$ cat config.mk
export PLATFORM = sky130hd
export DESIGN_NAME = cps_priority_scheduler
export DESIGN_NICKNAME = d
export VERILOG_FILES = /design/src/rtl/cps_pkg.sv /design/src/rtl/cps_priority_scheduler.sv /design/src/rtl/cps_fifo.sv
export SDC_FILE = /design/constraint.sdc
export NUM_CORES = 2
export LEC_CHECK = 0
export BUFFER_PORTS_ARGS = -buffer_cell sky130_fd_sc_hd__buf_2
export CELL_PAD_IN_SITES_DETAIL_PLACEMENT = 2
export CELL_PAD_IN_SITES_GLOBAL_PLACEMENT = 2
export CORE_AREA = 2 2 538 674
export DETAILED_ROUTE_END_ITERATION = 7
export DIE_AREA = 0 0 540 676
export PLACE_DENSITY_LB_ADDON = 0.2
export REMOVE_ABC_BUFFERS = 1
export SLEW_MARGIN = 10
export SYNTH_ARGS = -nofsm -noshare
export SYNTH_HDL_FRONTEND = slang
export SYNTH_SLANG_ARGS = --single-unit
$ cat constraint.sdc
create_clock -name clk -period 18.6 [get_ports clk]
set_clock_uncertainty 0.2 [all_clocks]
set_input_delay 0 -clock clk [delete_from_list [all_inputs] [get_ports clk]]
set_output_delay 0 -clock clk [all_outputs]
set_load 0.1 [all_outputs]
$ cat src/rtl/cps_pkg.sv
package cps_pkg;
   // register map, one aligned 32-bit word each
   localparam int ADDR_W = 8;
   localparam int DATA_W = 32;
   localparam logic [7:0] OFF_CLASS_MAP = 8'h00;
   localparam logic [7:0] OFF_PORT_CFG = 8'h04;
   localparam logic [7:0] OFF_BURST = 8'h08;
   localparam logic [7:0] OFF_LATENCY = 8'h0c;
   localparam logic [7:0] OFF_STATUS = 8'h10;
   localparam logic [7:0] OFF_LEARNED = 8'h14;
   localparam logic [7:0] OFF_ENTRY_BASE = 8'h40;
   // each priority entry takes a 16-byte slot of three words
   localparam logic [1:0] ENT_WORD_MAC_LO = 2'h0;
   localparam logic [1:0] ENT_WORD_MISC = 2'h1;
   localparam logic [1:0] ENT_WORD_SEL = 2'h2;
   localparam int ENT_VID_LSB = 16;
   localparam int ENT_PRIO_LSB = 28;
   // port configuration fields
   localparam int CFG_DPRIO_LSB = 0;
   localparam int CFG_SEC_EN_BIT = 4;
   localparam int CFG_FLUSH_BIT = 5;
   localparam int CFG_LIMIT_LSB = 8;
   // status fields
   localparam int ST_NONEMPTY_LSB = 0;
   localparam int ST_URGENT_LSB = 4;
   localparam int ST_CUR_LSB = 8;
   localparam int ST_SENT_LSB = 16;
   // widths of the traffic model
   localparam int NUM_PRIO = 8;
   localparam int NUM_CLASS = 4;
   localparam int PRIO_W = 3;
   localparam int CLASS_W = 2;
   localparam int LIM_W = 8;
   localparam int VID_W = 12;
   localparam int MAC_W = 48;
   localparam int STAMP_W = 8;
   // values after reset: priority 0,1 to class 3 down to 6,7 to class 0
   localparam logic [15:0] CLASS_MAP_RST = 16'h05af;
   localparam logic [31:0] PORT_CFG_RST = 32'h0000_0000;
   localparam logic [31:0] BURST_RST = 32'h0000_0000;
   localparam logic [31:0] LATENCY_RST = 32'h0000_0000;
   localparam logic [CLASS_W-1:0] TOP_CLASS = 2'h3;
   // 17 us latency unit in 50 MHz clock cycles
   localparam int TICK_NS = 17000;
   localparam int CLK_PERIOD_NS = 20;
   localparam int TICK_CYC = TICK_NS / CLK_PERIOD_NS;
   localparam int TICK_W = 10;
   localparam int FIFO_DEPTH = 8;
   // match selector of a priority entry
   typedef enum logic [1:0] {MATCH_OFF, MATCH_DST, MATCH_SRC, MATCH_EITHER} cps_match_e;
endpackage : cps_pkg

$ cat src/rtl/cps_priority_scheduler.sv
// Overview of operation
// - table maps eight priorities onto four classes
// - serve from highest class, burst, then lower
// - burst limit 0..255, zero drains the class
// - per-queue latency limit in 17 us ticks
// - latency limit zero disables the age timer
// - entries keyed by VLAN and MAC, priority 0 highest
// - entry matches destination, source or either address
// - per-port security enable, address limit, flush mode
// - port default priority for untagged packets
//
// Chosen here: the placing of the registers and the address-and-strobe port.
`timescale 1ns/10ps
`default_nettype none
module cps_priority_scheduler
   import cps_pkg::*;
#(
   parameter int DESC_W = 32,
   parameter int NUM_ENTRIES = 4,
   parameter int QUEUE_DEPTH = FIFO_DEPTH
)
(
   input wire logic clk,
   input wire logic reset,
   input wire logic [ADDR_W-1:0] reg_addr,
   input wire logic [DATA_W-1:0] reg_wdata,
   input wire logic reg_wr,
   input wire logic reg_rd,
   output logic [DATA_W-1:0] reg_rdata,
   input wire logic in_valid,
   output logic in_ready,
   input wire logic [DESC_W-1:0] in_desc,
   input wire logic in_has_prio,
   input wire logic [PRIO_W-1:0] in_prio,
   input wire logic [VID_W-1:0] in_vid,
   input wire logic [MAC_W-1:0] in_src_mac,
   input wire logic [MAC_W-1:0] in_dst_mac,
   output logic out_valid,
   input wire logic out_ready,
   output logic [DESC_W-1:0] out_desc,
   output logic [CLASS_W-1:0] out_class,
   input wire logic learn_req,
   output logic learn_ok,
   input wire logic restart
);
   localparam int QW = DESC_W + STAMP_W;

   logic [15:0] class_map_reg;
   logic [DATA_W-1:0] port_cfg_reg;
   logic [DATA_W-1:0] burst_reg;
   logic [DATA_W-1:0] latency_reg;
   logic [DATA_W-1:0] rdata_reg;
   logic [DATA_W-1:0] rdata_next;
   logic [MAC_W-1:0] ent_mac_reg [NUM_ENTRIES];
   logic [VID_W-1:0] ent_vid_reg [NUM_ENTRIES];
   logic [PRIO_W-1:0] ent_prio_reg [NUM_ENTRIES];
   logic [1:0] ent_sel_reg [NUM_ENTRIES];
   logic [NUM_ENTRIES-1:0] ent_wr;
   logic [NUM_ENTRIES-1:0] ent_match;
   logic [ADDR_W-1:0] ent_off;
   logic ent_space;
   logic hit;
   logic [PRIO_W-1:0] hit_prio;
   logic [PRIO_W-1:0] eff_prio;
   logic [CLASS_W-1:0] push_class;
   logic [NUM_CLASS-1:0] q_push;
   logic [NUM_CLASS-1:0] q_in_ready;
   logic [NUM_CLASS-1:0] q_valid;
   logic [NUM_CLASS-1:0] q_pop;
   logic [NUM_CLASS-1:0] urg;
   logic [QW-1:0] q_data [NUM_CLASS];
   logic [TICK_W-1:0] tick_cnt_reg;
   logic tick;
   logic [STAMP_W-1:0] now_reg;
   logic [CLASS_W-1:0] cur_reg;
   logic [LIM_W-1:0] sent_reg;
   logic [CLASS_W-1:0] sel;
   logic sel_fresh;
   logic urg_any;
   logic budget_ok;
   logic deq;
   logic out_valid_reg;
   logic [DESC_W-1:0] out_desc_reg;
   logic [CLASS_W-1:0] out_class_reg;
   logic [LIM_W-1:0] learned_reg;
   logic sec_en;
   logic [LIM_W-1:0] addr_limit;

   assign ent_off = reg_addr - OFF_ENTRY_BASE;
   assign ent_space = reg_addr >= OFF_ENTRY_BASE;
   assign sec_en = port_cfg_reg[CFG_SEC_EN_BIT];
   assign addr_limit = port_cfg_reg[CFG_LIMIT_LSB +: LIM_W];

   // software writes to the plain configuration words
   always_ff @(posedge clk or posedge reset)
   begin
      if (reset)
      begin
         class_map_reg <= CLASS_MAP_RST;
         port_cfg_reg <= PORT_CFG_RST;
         burst_reg <= BURST_RST;
         latency_reg <= LATENCY_RST;
      end
      else if (reg_wr)
      begin
         if (reg_addr == OFF_CLASS_MAP)
         begin
            class_map_reg <= reg_wdata[15:0];
         end
         if (reg_addr == OFF_PORT_CFG)
         begin
            port_cfg_reg <= reg_wdata;
         end
         if (reg_addr == OFF_BURST)
         begin
            burst_reg <= reg_wdata;
         end
         if (reg_addr == OFF_LATENCY)
         begin
            latency_reg <= reg_wdata;
         end
      end
   end

   // priority entries: write decode and address match, one slot each
   generate
      for (genvar i = 0; i < NUM_ENTRIES; i++)
      begin : g_entry
         logic vid_eq;
         logic dst_eq;
         logic src_eq;
         assign ent_wr[i] = reg_wr && ent_space && ent_off[7:4] == 4'(i);
         always_ff @(posedge clk or posedge reset)
         begin
            if (reset)
            begin
               ent_mac_reg[i] <= '0;
               ent_vid_reg[i] <= '0;
               ent_prio_reg[i] <= '0;
               ent_sel_reg[i] <= MATCH_OFF;
            end
            else if (ent_wr[i])
            begin
               if (ent_off[3:2] == ENT_WORD_MAC_LO)
               begin
                  ent_mac_reg[i][31:0] <= reg_wdata;
               end
               if (ent_off[3:2] == ENT_WORD_MISC)
               begin
                  ent_mac_reg[i][MAC_W-1:32] <= reg_wdata[15:0];
                  ent_vid_reg[i] <= reg_wdata[ENT_VID_LSB +: VID_W];
                  ent_prio_reg[i] <= reg_wdata[ENT_PRIO_LSB +: PRIO_W];
               end
               if (ent_off[3:2] == ENT_WORD_SEL)
               begin
                  ent_sel_reg[i] <= reg_wdata[1:0];
               end
            end
         end
         assign vid_eq = ent_vid_reg[i] == in_vid;
         assign dst_eq = ent_mac_reg[i] == in_dst_mac;
         assign src_eq = ent_mac_reg[i] == in_src_mac;
         // selector picks which address of the packet is compared
         always_comb
         begin
            unique case (cps_match_e'(ent_sel_reg[i]))
               MATCH_OFF: ent_match[i] = 1'b0;
               MATCH_DST: ent_match[i] = vid_eq && dst_eq;
               MATCH_SRC: ent_match[i] = vid_eq && src_eq;
               MATCH_EITHER: ent_match[i] = vid_eq && (dst_eq || src_eq);
            endcase
         end
      end
   endgenerate

   // among several matching entries the numerically lowest priority wins
   always_comb
   begin
      hit = 1'b0;
      hit_prio = '1;
      for (int i = 0; i < NUM_ENTRIES; i++)
      begin
         if (ent_match[i] && (!hit || ent_prio_reg[i] < hit_prio))
         begin
            hit = 1'b1;
            hit_prio = ent_prio_reg[i];
         end
      end
   end

   // entry beats the packet's own tag, which beats the port default
   assign eff_prio = hit ? hit_prio
                   : in_has_prio ? in_prio
                   : port_cfg_reg[CFG_DPRIO_LSB +: PRIO_W];
   assign push_class = class_map_reg[{eff_prio, 1'b0} +: CLASS_W];
   assign in_ready = q_in_ready[push_class];

   // free-running tick of the latency unit and a coarse time stamp
   assign tick = tick_cnt_reg == TICK_W'(TICK_CYC - 1);
   always_ff @(posedge clk or posedge reset)
   begin
      if (reset)
      begin
         tick_cnt_reg <= '0;
         now_reg <= '0;
      end
      else
      begin
         tick_cnt_reg <= tick ? '0 : tick_cnt_reg + 1'b1;
         now_reg <= now_reg + STAMP_W'(tick);
      end
   end

   // one queue per class; each entry carries its arrival stamp
   generate
      for (genvar c = 0; c < NUM_CLASS; c++)
      begin : g_queue
         logic [STAMP_W-1:0] age;
         logic [LIM_W-1:0] lat_lim;
         assign q_push[c] = in_valid && push_class == CLASS_W'(c);
         assign q_pop[c] = deq && sel == CLASS_W'(c);
         cps_fifo #(.WIDTH(QW), .DEPTH(QUEUE_DEPTH)) u_fifo (
            .clk(clk),
            .reset(reset),
            .in_valid(q_push[c]),
            .in_ready(q_in_ready[c]),
            .in_data({now_reg, in_desc}),
            .out_valid(q_valid[c]),
            .out_ready(q_pop[c]),
            .out_data(q_data[c])
         );
         // only the head can be the oldest, so only its age is watched
         assign age = now_reg - q_data[c][DESC_W +: STAMP_W];
         assign lat_lim = latency_reg[c*LIM_W +: LIM_W];
         assign urg[c] = q_valid[c] && lat_lim != '0 && age >= lat_lim;
      end
   endgenerate

   assign urg_any = |urg;
   assign budget_ok = burst_reg[cur_reg*LIM_W +: LIM_W] == '0
                   || sent_reg < burst_reg[cur_reg*LIM_W +: LIM_W];

   // overdue first, then the running burst, then the next lower class
   always_comb
   begin
      sel = cur_reg;
      sel_fresh = 1'b0;
      if (urg_any)
      begin
         for (int c = 0; c < NUM_CLASS; c++)
         begin
            if (urg[c])
            begin
               sel = CLASS_W'(c);
            end
         end
      end
      else if (!(q_valid[cur_reg] && budget_ok))
      begin
         // cyclic search from cur-1 down leaves cur as last resort
         for (int k = NUM_CLASS; k >= 1; k--)
         begin
            if (q_valid[cur_reg - CLASS_W'(k)])
            begin
               sel = cur_reg - CLASS_W'(k);
               sel_fresh = 1'b1;
            end
         end
      end
   end

   assign deq = (|q_valid) && (!out_valid_reg || out_ready);

   // burst bookkeeping; an overdue packet jumps in without disturbing it
   always_ff @(posedge clk or posedge reset)
   begin
      if (reset)
      begin
         cur_reg <= TOP_CLASS;
         sent_reg <= '0;
      end
      else if (deq && !urg_any)
      begin
         if (sel_fresh)
         begin
            cur_reg <= sel;
            sent_reg <= LIM_W'(1);
         end
         else if (sent_reg != '1)
         begin
            sent_reg <= sent_reg + 1'b1;
         end
      end
   end

   // output stage keeps data stable while the transmitter stalls
   always_ff @(posedge clk or posedge reset)
   begin
      if (reset)
      begin
         out_valid_reg <= 1'b0;
         out_desc_reg <= '0;
         out_class_reg <= '0;
      end
      else if (!out_valid_reg || out_ready)
      begin
         out_valid_reg <= deq;
         if (deq)
         begin
            out_desc_reg <= q_data[sel][DESC_W-1:0];
            out_class_reg <= sel;
         end
      end
   end
   assign out_valid = out_valid_reg;
   assign out_desc = out_desc_reg;
   assign out_class = out_class_reg;

   // learned-address count; refusal only while security is on
   assign learn_ok = learn_req && (!sec_en || learned_reg < addr_limit);
   always_ff @(posedge clk or posedge reset)
   begin
      if (reset)
      begin
         learned_reg <= '0;
      end
      else if (restart && port_cfg_reg[CFG_FLUSH_BIT])
      begin
         learned_reg <= '0;
      end
      else if (learn_ok && learned_reg != '1)
      begin
         learned_reg <= learned_reg + 1'b1;
      end
   end

   // read multiplexer; unmapped addresses read zero
   always_comb
   begin
      rdata_next = '0;
      if (reg_addr == OFF_CLASS_MAP)
      begin
         rdata_next = {16'h0000, class_map_reg};
      end
      else if (reg_addr == OFF_PORT_CFG)
      begin
         rdata_next = port_cfg_reg;
      end
      else if (reg_addr == OFF_BURST)
      begin
         rdata_next = burst_reg;
      end
      else if (reg_addr == OFF_LATENCY)
      begin
         rdata_next = latency_reg;
      end
      else if (reg_addr == OFF_STATUS)
      begin
         rdata_next[ST_NONEMPTY_LSB +: NUM_CLASS] = q_valid;
         rdata_next[ST_URGENT_LSB +: NUM_CLASS] = urg;
         rdata_next[ST_CUR_LSB +: CLASS_W] = cur_reg;
         rdata_next[ST_SENT_LSB +: LIM_W] = sent_reg;
      end
      else if (reg_addr == OFF_LEARNED)
      begin
         rdata_next[LIM_W-1:0] = learned_reg;
      end
      for (int i = 0; i < NUM_ENTRIES; i++)
      begin
         if (ent_space && ent_off[7:4] == 4'(i))
         begin
            if (ent_off[3:2] == ENT_WORD_MAC_LO)
            begin
               rdata_next = ent_mac_reg[i][31:0];
            end
            if (ent_off[3:2] == ENT_WORD_MISC)
            begin
               rdata_next = {1'b0, ent_prio_reg[i], ent_vid_reg[i], ent_mac_reg[i][MAC_W-1:32]};
            end
            if (ent_off[3:2] == ENT_WORD_SEL)
            begin
               rdata_next = {30'h0, ent_sel_reg[i]};
            end
         end
      end
   end

   // read data stand only in the cycle after the strobe
   always_ff @(posedge clk or posedge reset)
   begin
      if (reset)
      begin
         rdata_reg <= '0;
      end
      else
      begin
         rdata_reg <= reg_rd ? rdata_next : '0;
      end
   end
   assign reg_rdata = rdata_reg;
endmodule : cps_priority_scheduler
`default_nettype wire

$ cat src/rtl/cps_fifo.sv
`timescale 1ns/10ps
`default_nettype none
module cps_fifo
   import cps_pkg::*;
#(
   parameter int WIDTH = 8,
   parameter int DEPTH = FIFO_DEPTH
)
(
   input wire logic clk,
   input wire logic reset,
   input wire logic in_valid,
   output logic in_ready,
   input wire logic [WIDTH-1:0] in_data,
   output logic out_valid,
   input wire logic out_ready,
   output logic [WIDTH-1:0] out_data
);
   localparam int AW = $clog2(DEPTH);
   logic [WIDTH-1:0] mem [DEPTH];
   logic [AW-1:0] wr_ptr_reg;
   logic [AW-1:0] rd_ptr_reg;
   logic [AW:0] count_reg;
   logic push;
   logic pop;

   // full and empty from the occupancy count
   assign in_ready = count_reg != (AW+1)'(DEPTH);
   assign out_valid = count_reg != '0;
   assign out_data = mem[rd_ptr_reg];
   assign push = in_valid && in_ready;
   assign pop = out_valid && out_ready;

   // storage needs no reset, only the pointers and the count do
   always_ff @(posedge clk)
   begin
      if (push)
      begin
         mem[wr_ptr_reg] <= in_data;
      end
   end

   // explicit wrap lets the depth be any value
   always_ff @(posedge clk or posedge reset)
   begin
      if (reset)
      begin
         wr_ptr_reg <= '0;
         rd_ptr_reg <= '0;
         count_reg <= '0;
      end
      else
      begin
         if (push)
         begin
            wr_ptr_reg <= (wr_ptr_reg == AW'(DEPTH - 1)) ? '0 : wr_ptr_reg + 1'b1;
         end
         if (pop)
         begin
            rd_ptr_reg <= (rd_ptr_reg == AW'(DEPTH - 1)) ? '0 : rd_ptr_reg + 1'b1;
         end
         count_reg <= count_reg + (AW+1)'(push) - (AW+1)'(pop);
      end
   end
endmodule : cps_fifo
`default_nettype wire

==> flow_metrics.py <==
metrics = {
    "logic_synthesis": {
        "synthDistinctLibCells": 85,
        "synth-adder-area-share_pct": 2.11,
        "synth_top_cell_by_area": "sky130_fd_sc_hd__edfxtp_1",
        "post_synthesis_cell_area_sq_um": 82100,
        "synth_compound_gate_area_share_pct": 5.82,
        "synth_sequential_area_ratio_pct": 62.5,
        "synth_edf_count": 1280,
        "post_synth_xor_area_fraction_pct": 4.99,
        "async_flop_share_pct": 28.7,
        "ys_ff_latch": 1795,
        "postSynth.topFlopCell": "sky130_fd_sc_hd__edfxtp_1",
        "synth-simple-area-share_pct": 5.98,
        "top_area_cell_type_share_of_the_netlist_area_pct": 46.8,
        "largest_cells_by_area_after_synthesis": "sky130_fd_sc_hd__edfxtp_1, sky130_fd_sc_hd__dfrtp_1, sky130_fd_sc_hd__mux4_2",
        "synth-warning-count": 0,
        "post_synth_mux_area_share_pct": 16.3,
        "post_synth.cell_area_avg_sq_um": 15.3,
        "main_combinational_cell_family_by_area_after_synthesis": "multiplexers",
        "postSynthCellCount": 5376,
    },
    "global_routing": {
        "globalRoute.busiestLayer": "met2",
        "grt_start_max_net_pins": 133,
        "wire_length_of_the_first_global_routing_pass_mm": 505,
        "number_of_antenna_violations_at_the_first_check_in_global_routing": 34,
        "use_met2_pct": 38.3,
        "first_global_vias": 56500,
        "global_route.usage.total_pct": 20.1,
        "total_gr_overflow": 0,
        "grtUsageMet3_pct": 2.08,
        "grt_util_met1_pct": 22.3,
    },
    "timing": {
        "setup-tns-final_ns": 0,
        "number_of_endpoints_failing_setup_at_the_final_stage": 0,
        "final_max_slew_viol_count": 0,
        "period_needed_ns": 10.11,
        "maxSlewHeadroom_pct": 20.2,
        "slew_of_the_pin_with_the_lowest_slew_margin_ns": 1.19,
        "post-route-period-util_pct": 54.4,
        "rsz0062_at_grt": "no",
        "max_freq_mhz": 98.9,
        "hold_violations": 0,
    },
    "layout": {
        "final_area_sq_um": 97100,
        "area_occupied_by_multi_input_gates_sq_um": 29300,
        "areaGrowthSynthToFinish_pct": 18.2,
        "nets_final": 6050,
        "fin_util_pct": 27.1,
        "largest_register_ffs": 1280,
        "fill_cells": 37600,
        "drive_above_1_share_pct": 26.2,
        "storage_element_area_sq_um": 51400,
    },
    "detailed_routing": {
        "num_vias": 50700,
        "firstDrtPassIters": 6,
        "routedWlPerCell_microns": 35.0,
        "drt_first_iter_violations": 3407,
        "remaining_antenna_violation_count": 0,
        "route.detailed.drc": 0,
        "wl_mm": 371,
        "vias_per_cell": 4.77,
    },
    "pwr": {
        "vdd_ir_max_v": 0.000146,
        "pwr_density_cell_nw_per_um2": 142,
        "static-leakage-power_uw": 0.0344,
    },
    "place": {
        "dp.final_hpwl_mm": 263,
        "port_buffers": 260,
        "gpl.final_weighted_congestion": 0.945,
        "detailed_place.area_sq_um": 89400,
    },
    "critical_path": {
        "r2r_start": "ent_mac_reg[158]",
        "worst-r2r-setup-slack_ns": 8.49,
        "critPathLaunch": "ent_mac_reg[158]",
        "timing.critical_path.from_type": "flip-flop",
        "cp.required_ns": 18.89,
        "critical_path.endpoint": "g_queue[0].u_fifo.mem[4][25]",
        "endpoint_of_the_worst_slack_reg_to_reg_timing_path": "g_queue[0].u_fifo.mem[4][25]",
        "worst_case_reg_to_reg_path_depth": 30,
        "path_class": "flip-flop to flip-flop",
        "cp_data_arrival_time_ns": 10.40,
        "worst_path_fanout_max": 30,
        "worst_setup_path_end_kind": "flip-flop",
        "cell_mode_on_critical_path": "sky130_fd_sc_hd__nand2_1",
        "timing.critical_path.slowest_stage_cell": "sky130_fd_sc_hd__nor3_2",
        "crit_path_max_incr_delay_ns": 0.95,
    },
    "clock_tree": {
        "clock_tree.buffer_depth": 4,
        "worst_setup_hold_path_clk_slew_ns": 0.06,
        "cts_inserted_buffers": 210,
        "number_of_instances_resized_during_post_cts_repair": 0,
        "postCtsSetupRepairBufs": 0,
        "cts_tree": "yes",
        "clock_latency_ns": 0.88,
        "cts_root_buf": "sky130_fd_sc_hd__clkbuf_16",
        "htreeDepth": 4,
        "cts.sink_count": 1795,
    },
    "floorplan": {
        "fp.dieW_microns": 540,
        "initial_core_util_pct": 22.9,
        "io_pins": 261,
        "coreArea_sq_um": 358000,
        "area_of_the_die_sq_um": 365000,
        "std_cell_rows": 246,
        "vertical_die_dimension_microns": 676,
    },
    "worst_hold_path": {
        "hold_class": "input port to flip-flop",
    },
    "job": {
        "max_cap_violations": 0,
    },
    "run_status": {
        "status": "finished, final reports clean",
    },
}
-- worst max-delay path, delay by kind of cell, from the launching register on --
family	cells	cell delay, ns
XOR/XNOR	1	0.19
AND/OR/NAND/NOR	12	3.69
AO/OA/AOI/OAI	9	2.53
multiplexers	4	1.07
flip-flops	1	0.43
adder cells (fa/ha/maj)	3	0.88
buffers and inverters	1	0.63
-- cells by family (layout without fill, tap and decap cells) --
group	after synthesis	in the layout
other	0	8
adders and majority gates	134	134
AOI/OAI and AO/OA	707	707
and+or+nand+nor	913	913
xor gates and xnor gates	468	468
buffers and inverters	485	1007
DFF	1795	1795
muxes	874	874
-- Yosys cell counts (7+ instances only) --
library cell	number
sky130_fd_sc_hd__nor2_1	184
sky130_fd_sc_hd__o221ai_1	11
sky130_fd_sc_hd__xor2_1	149
sky130_fd_sc_hd__o2111ai_1	11
sky130_fd_sc_hd__a222oi_1	8
sky130_fd_sc_hd__clkbuf_1	281
sky130_fd_sc_hd__nand2_1	157
sky130_fd_sc_hd__mux4_2	331
sky130_fd_sc_hd__o21a_1	8
sky130_fd_sc_hd__a22oi_1	28
sky130_fd_sc_hd__a211oi_1	144
sky130_fd_sc_hd__and3b_1	9
sky130_fd_sc_hd__nor4_1	76
sky130_fd_sc_hd__ha_1	126
sky130_fd_sc_hd__a21o_1	69
sky130_fd_sc_hd__edfxtp_1	1280
sky130_fd_sc_hd__mux2i_1	132
sky130_fd_sc_hd__mux2_2	405
sky130_fd_sc_hd__a31oi_1	8
sky130_fd_sc_hd__a22o_1	11
sky130_fd_sc_hd__nand3_1	57
sky130_fd_sc_hd__or4_1	9
sky130_fd_sc_hd__nand4_1	140
sky130_fd_sc_hd__and3_1	22
sky130_fd_sc_hd__nor3_1	50
sky130_fd_sc_hd__a21oi_1	139
sky130_fd_sc_hd__o21ai_0	139
sky130_fd_sc_hd__nand2b_1	67
sky130_fd_sc_hd__o211ai_1	8
sky130_fd_sc_hd__dfrtp_1	505
sky130_fd_sc_hd__buf_1	54
sky130_fd_sc_hd__nor2b_1	80
sky130_fd_sc_hd__o21bai_1	8
sky130_fd_sc_hd__dfstp_2	10
sky130_fd_sc_hd__nand3b_1	7
sky130_fd_sc_hd__inv_1	141
sky130_fd_sc_hd__o22ai_1	29
sky130_fd_sc_hd__a211o_1	9
sky130_fd_sc_hd__xnor2_1	319
sky130_fd_sc_hd__and2_1	15
sky130_fd_sc_hd__fa_1	8
sky130_fd_sc_hd__a221oi_1	31
-- timing repair --
action | in CTS | in global routing
hold buffers | 91 | 0
setup endpoints to repair | 0 | 0
hold endpoints to repair | 2041 | 0
-- power breakdown --
part | total, uW | switching, uW | internal (uW)
Combinational | 4540 | 2920 | 1620
Sequential | 5100 | 503 | 4590
Clock | 4140 | 1770 | 2370
Total | 13800 | 5190 | 8590
-- placed cells by master (no fill, tap or decap), types with 57 or more instances in the layout --
cell / synthesis / layout
sky130_fd_sc_hd__a211oi_1: 144 / 142
sky130_fd_sc_hd__a21o_1: 69 / 69
sky130_fd_sc_hd__a21oi_1: 139 / 139
sky130_fd_sc_hd__buf_2: 2 / 258
sky130_fd_sc_hd__buf_4: 0 / 127
sky130_fd_sc_hd__clkbuf_16: 0 / 214
sky130_fd_sc_hd__dfrtp_1: 505 / 487
sky130_fd_sc_hd__dlygate4sd3_1: 0 / 91
sky130_fd_sc_hd__edfxtp_1: 1280 / 1280
sky130_fd_sc_hd__ha_1: 126 / 126
sky130_fd_sc_hd__inv_1: 141 / 140
sky130_fd_sc_hd__mux2_2: 405 / 405
sky130_fd_sc_hd__mux2i_1: 132 / 132
sky130_fd_sc_hd__mux4_2: 331 / 331
sky130_fd_sc_hd__nand2_1: 157 / 156
sky130_fd_sc_hd__nand2b_1: 67 / 66
sky130_fd_sc_hd__nand3_1: 57 / 57
sky130_fd_sc_hd__nand4_1: 140 / 140
sky130_fd_sc_hd__nor2_1: 184 / 174
sky130_fd_sc_hd__nor2b_1: 80 / 79
sky130_fd_sc_hd__nor4_1: 76 / 72
sky130_fd_sc_hd__o21ai_0: 139 / 139
sky130_fd_sc_hd__xnor2_1: 319 / 319
sky130_fd_sc_hd__xor2_1: 149 / 149
-- worst min-delay path by stage --
stage	start	end	slack, ns	cells after the start
final	reg_wdata[30]	ent_prio_reg[5]	0.05	4
after global routing	reg_wdata[29]	ent_prio_reg[4]	0.04	4
after CTS	reg_wdata[0]	ent_sel_reg[0]	0.002	4
after detailed placement	reset	out_valid	-0.06	2
after global placement	reset	out_valid	-0.06	2
after floorplan	in_desc[0]	g_queue[0].u_fifo.mem[0][0]	-0.10	0
-- layout make-up --
type	count	share of cell area, %
multi-input combinational	3096	30.2
timing repair buffer	478	3.28
inverter	143	0.561
clock buffer	282	6.00
antenna	8	0.0206
tap	4712	6.07
sequential	1795	52.9
clock inverter	104	0.960
-- layer usage --
| layer | up-vias | part of all wire [%] |
|---|---|---|
| met5 | - | 0.0032 |
| met4 | 2 | 5.2 |
| met3 | 505 | 2.8 |
| met2 | 1175 | 54 |
| li1 | 21500 | - |
| met1 | 27500 | 38 |
-- stage by stage --
| stage | hold slack [ns] | total power, uW | std cells | setup WS (ns) |
|---|---|---|---|---|
| after floorplan | -0.101 | 7850 | 5034 | 4.03 |
| after global placement | -0.0621 | 9780 | 10100 | 8.66 |
| after detailed placement | -0.0589 | 9860 | 10100 | 8.53 |
| after CTS | 0.00183 | 14100 | 10600 | 8.44 |
| after global routing | 0.0390 | 14400 | 10600 | 7.72 |
| final | 0.0516 | 13800 | 10600 | 8.49 |
Note: power is estimated with default switching activity, not from simulation.
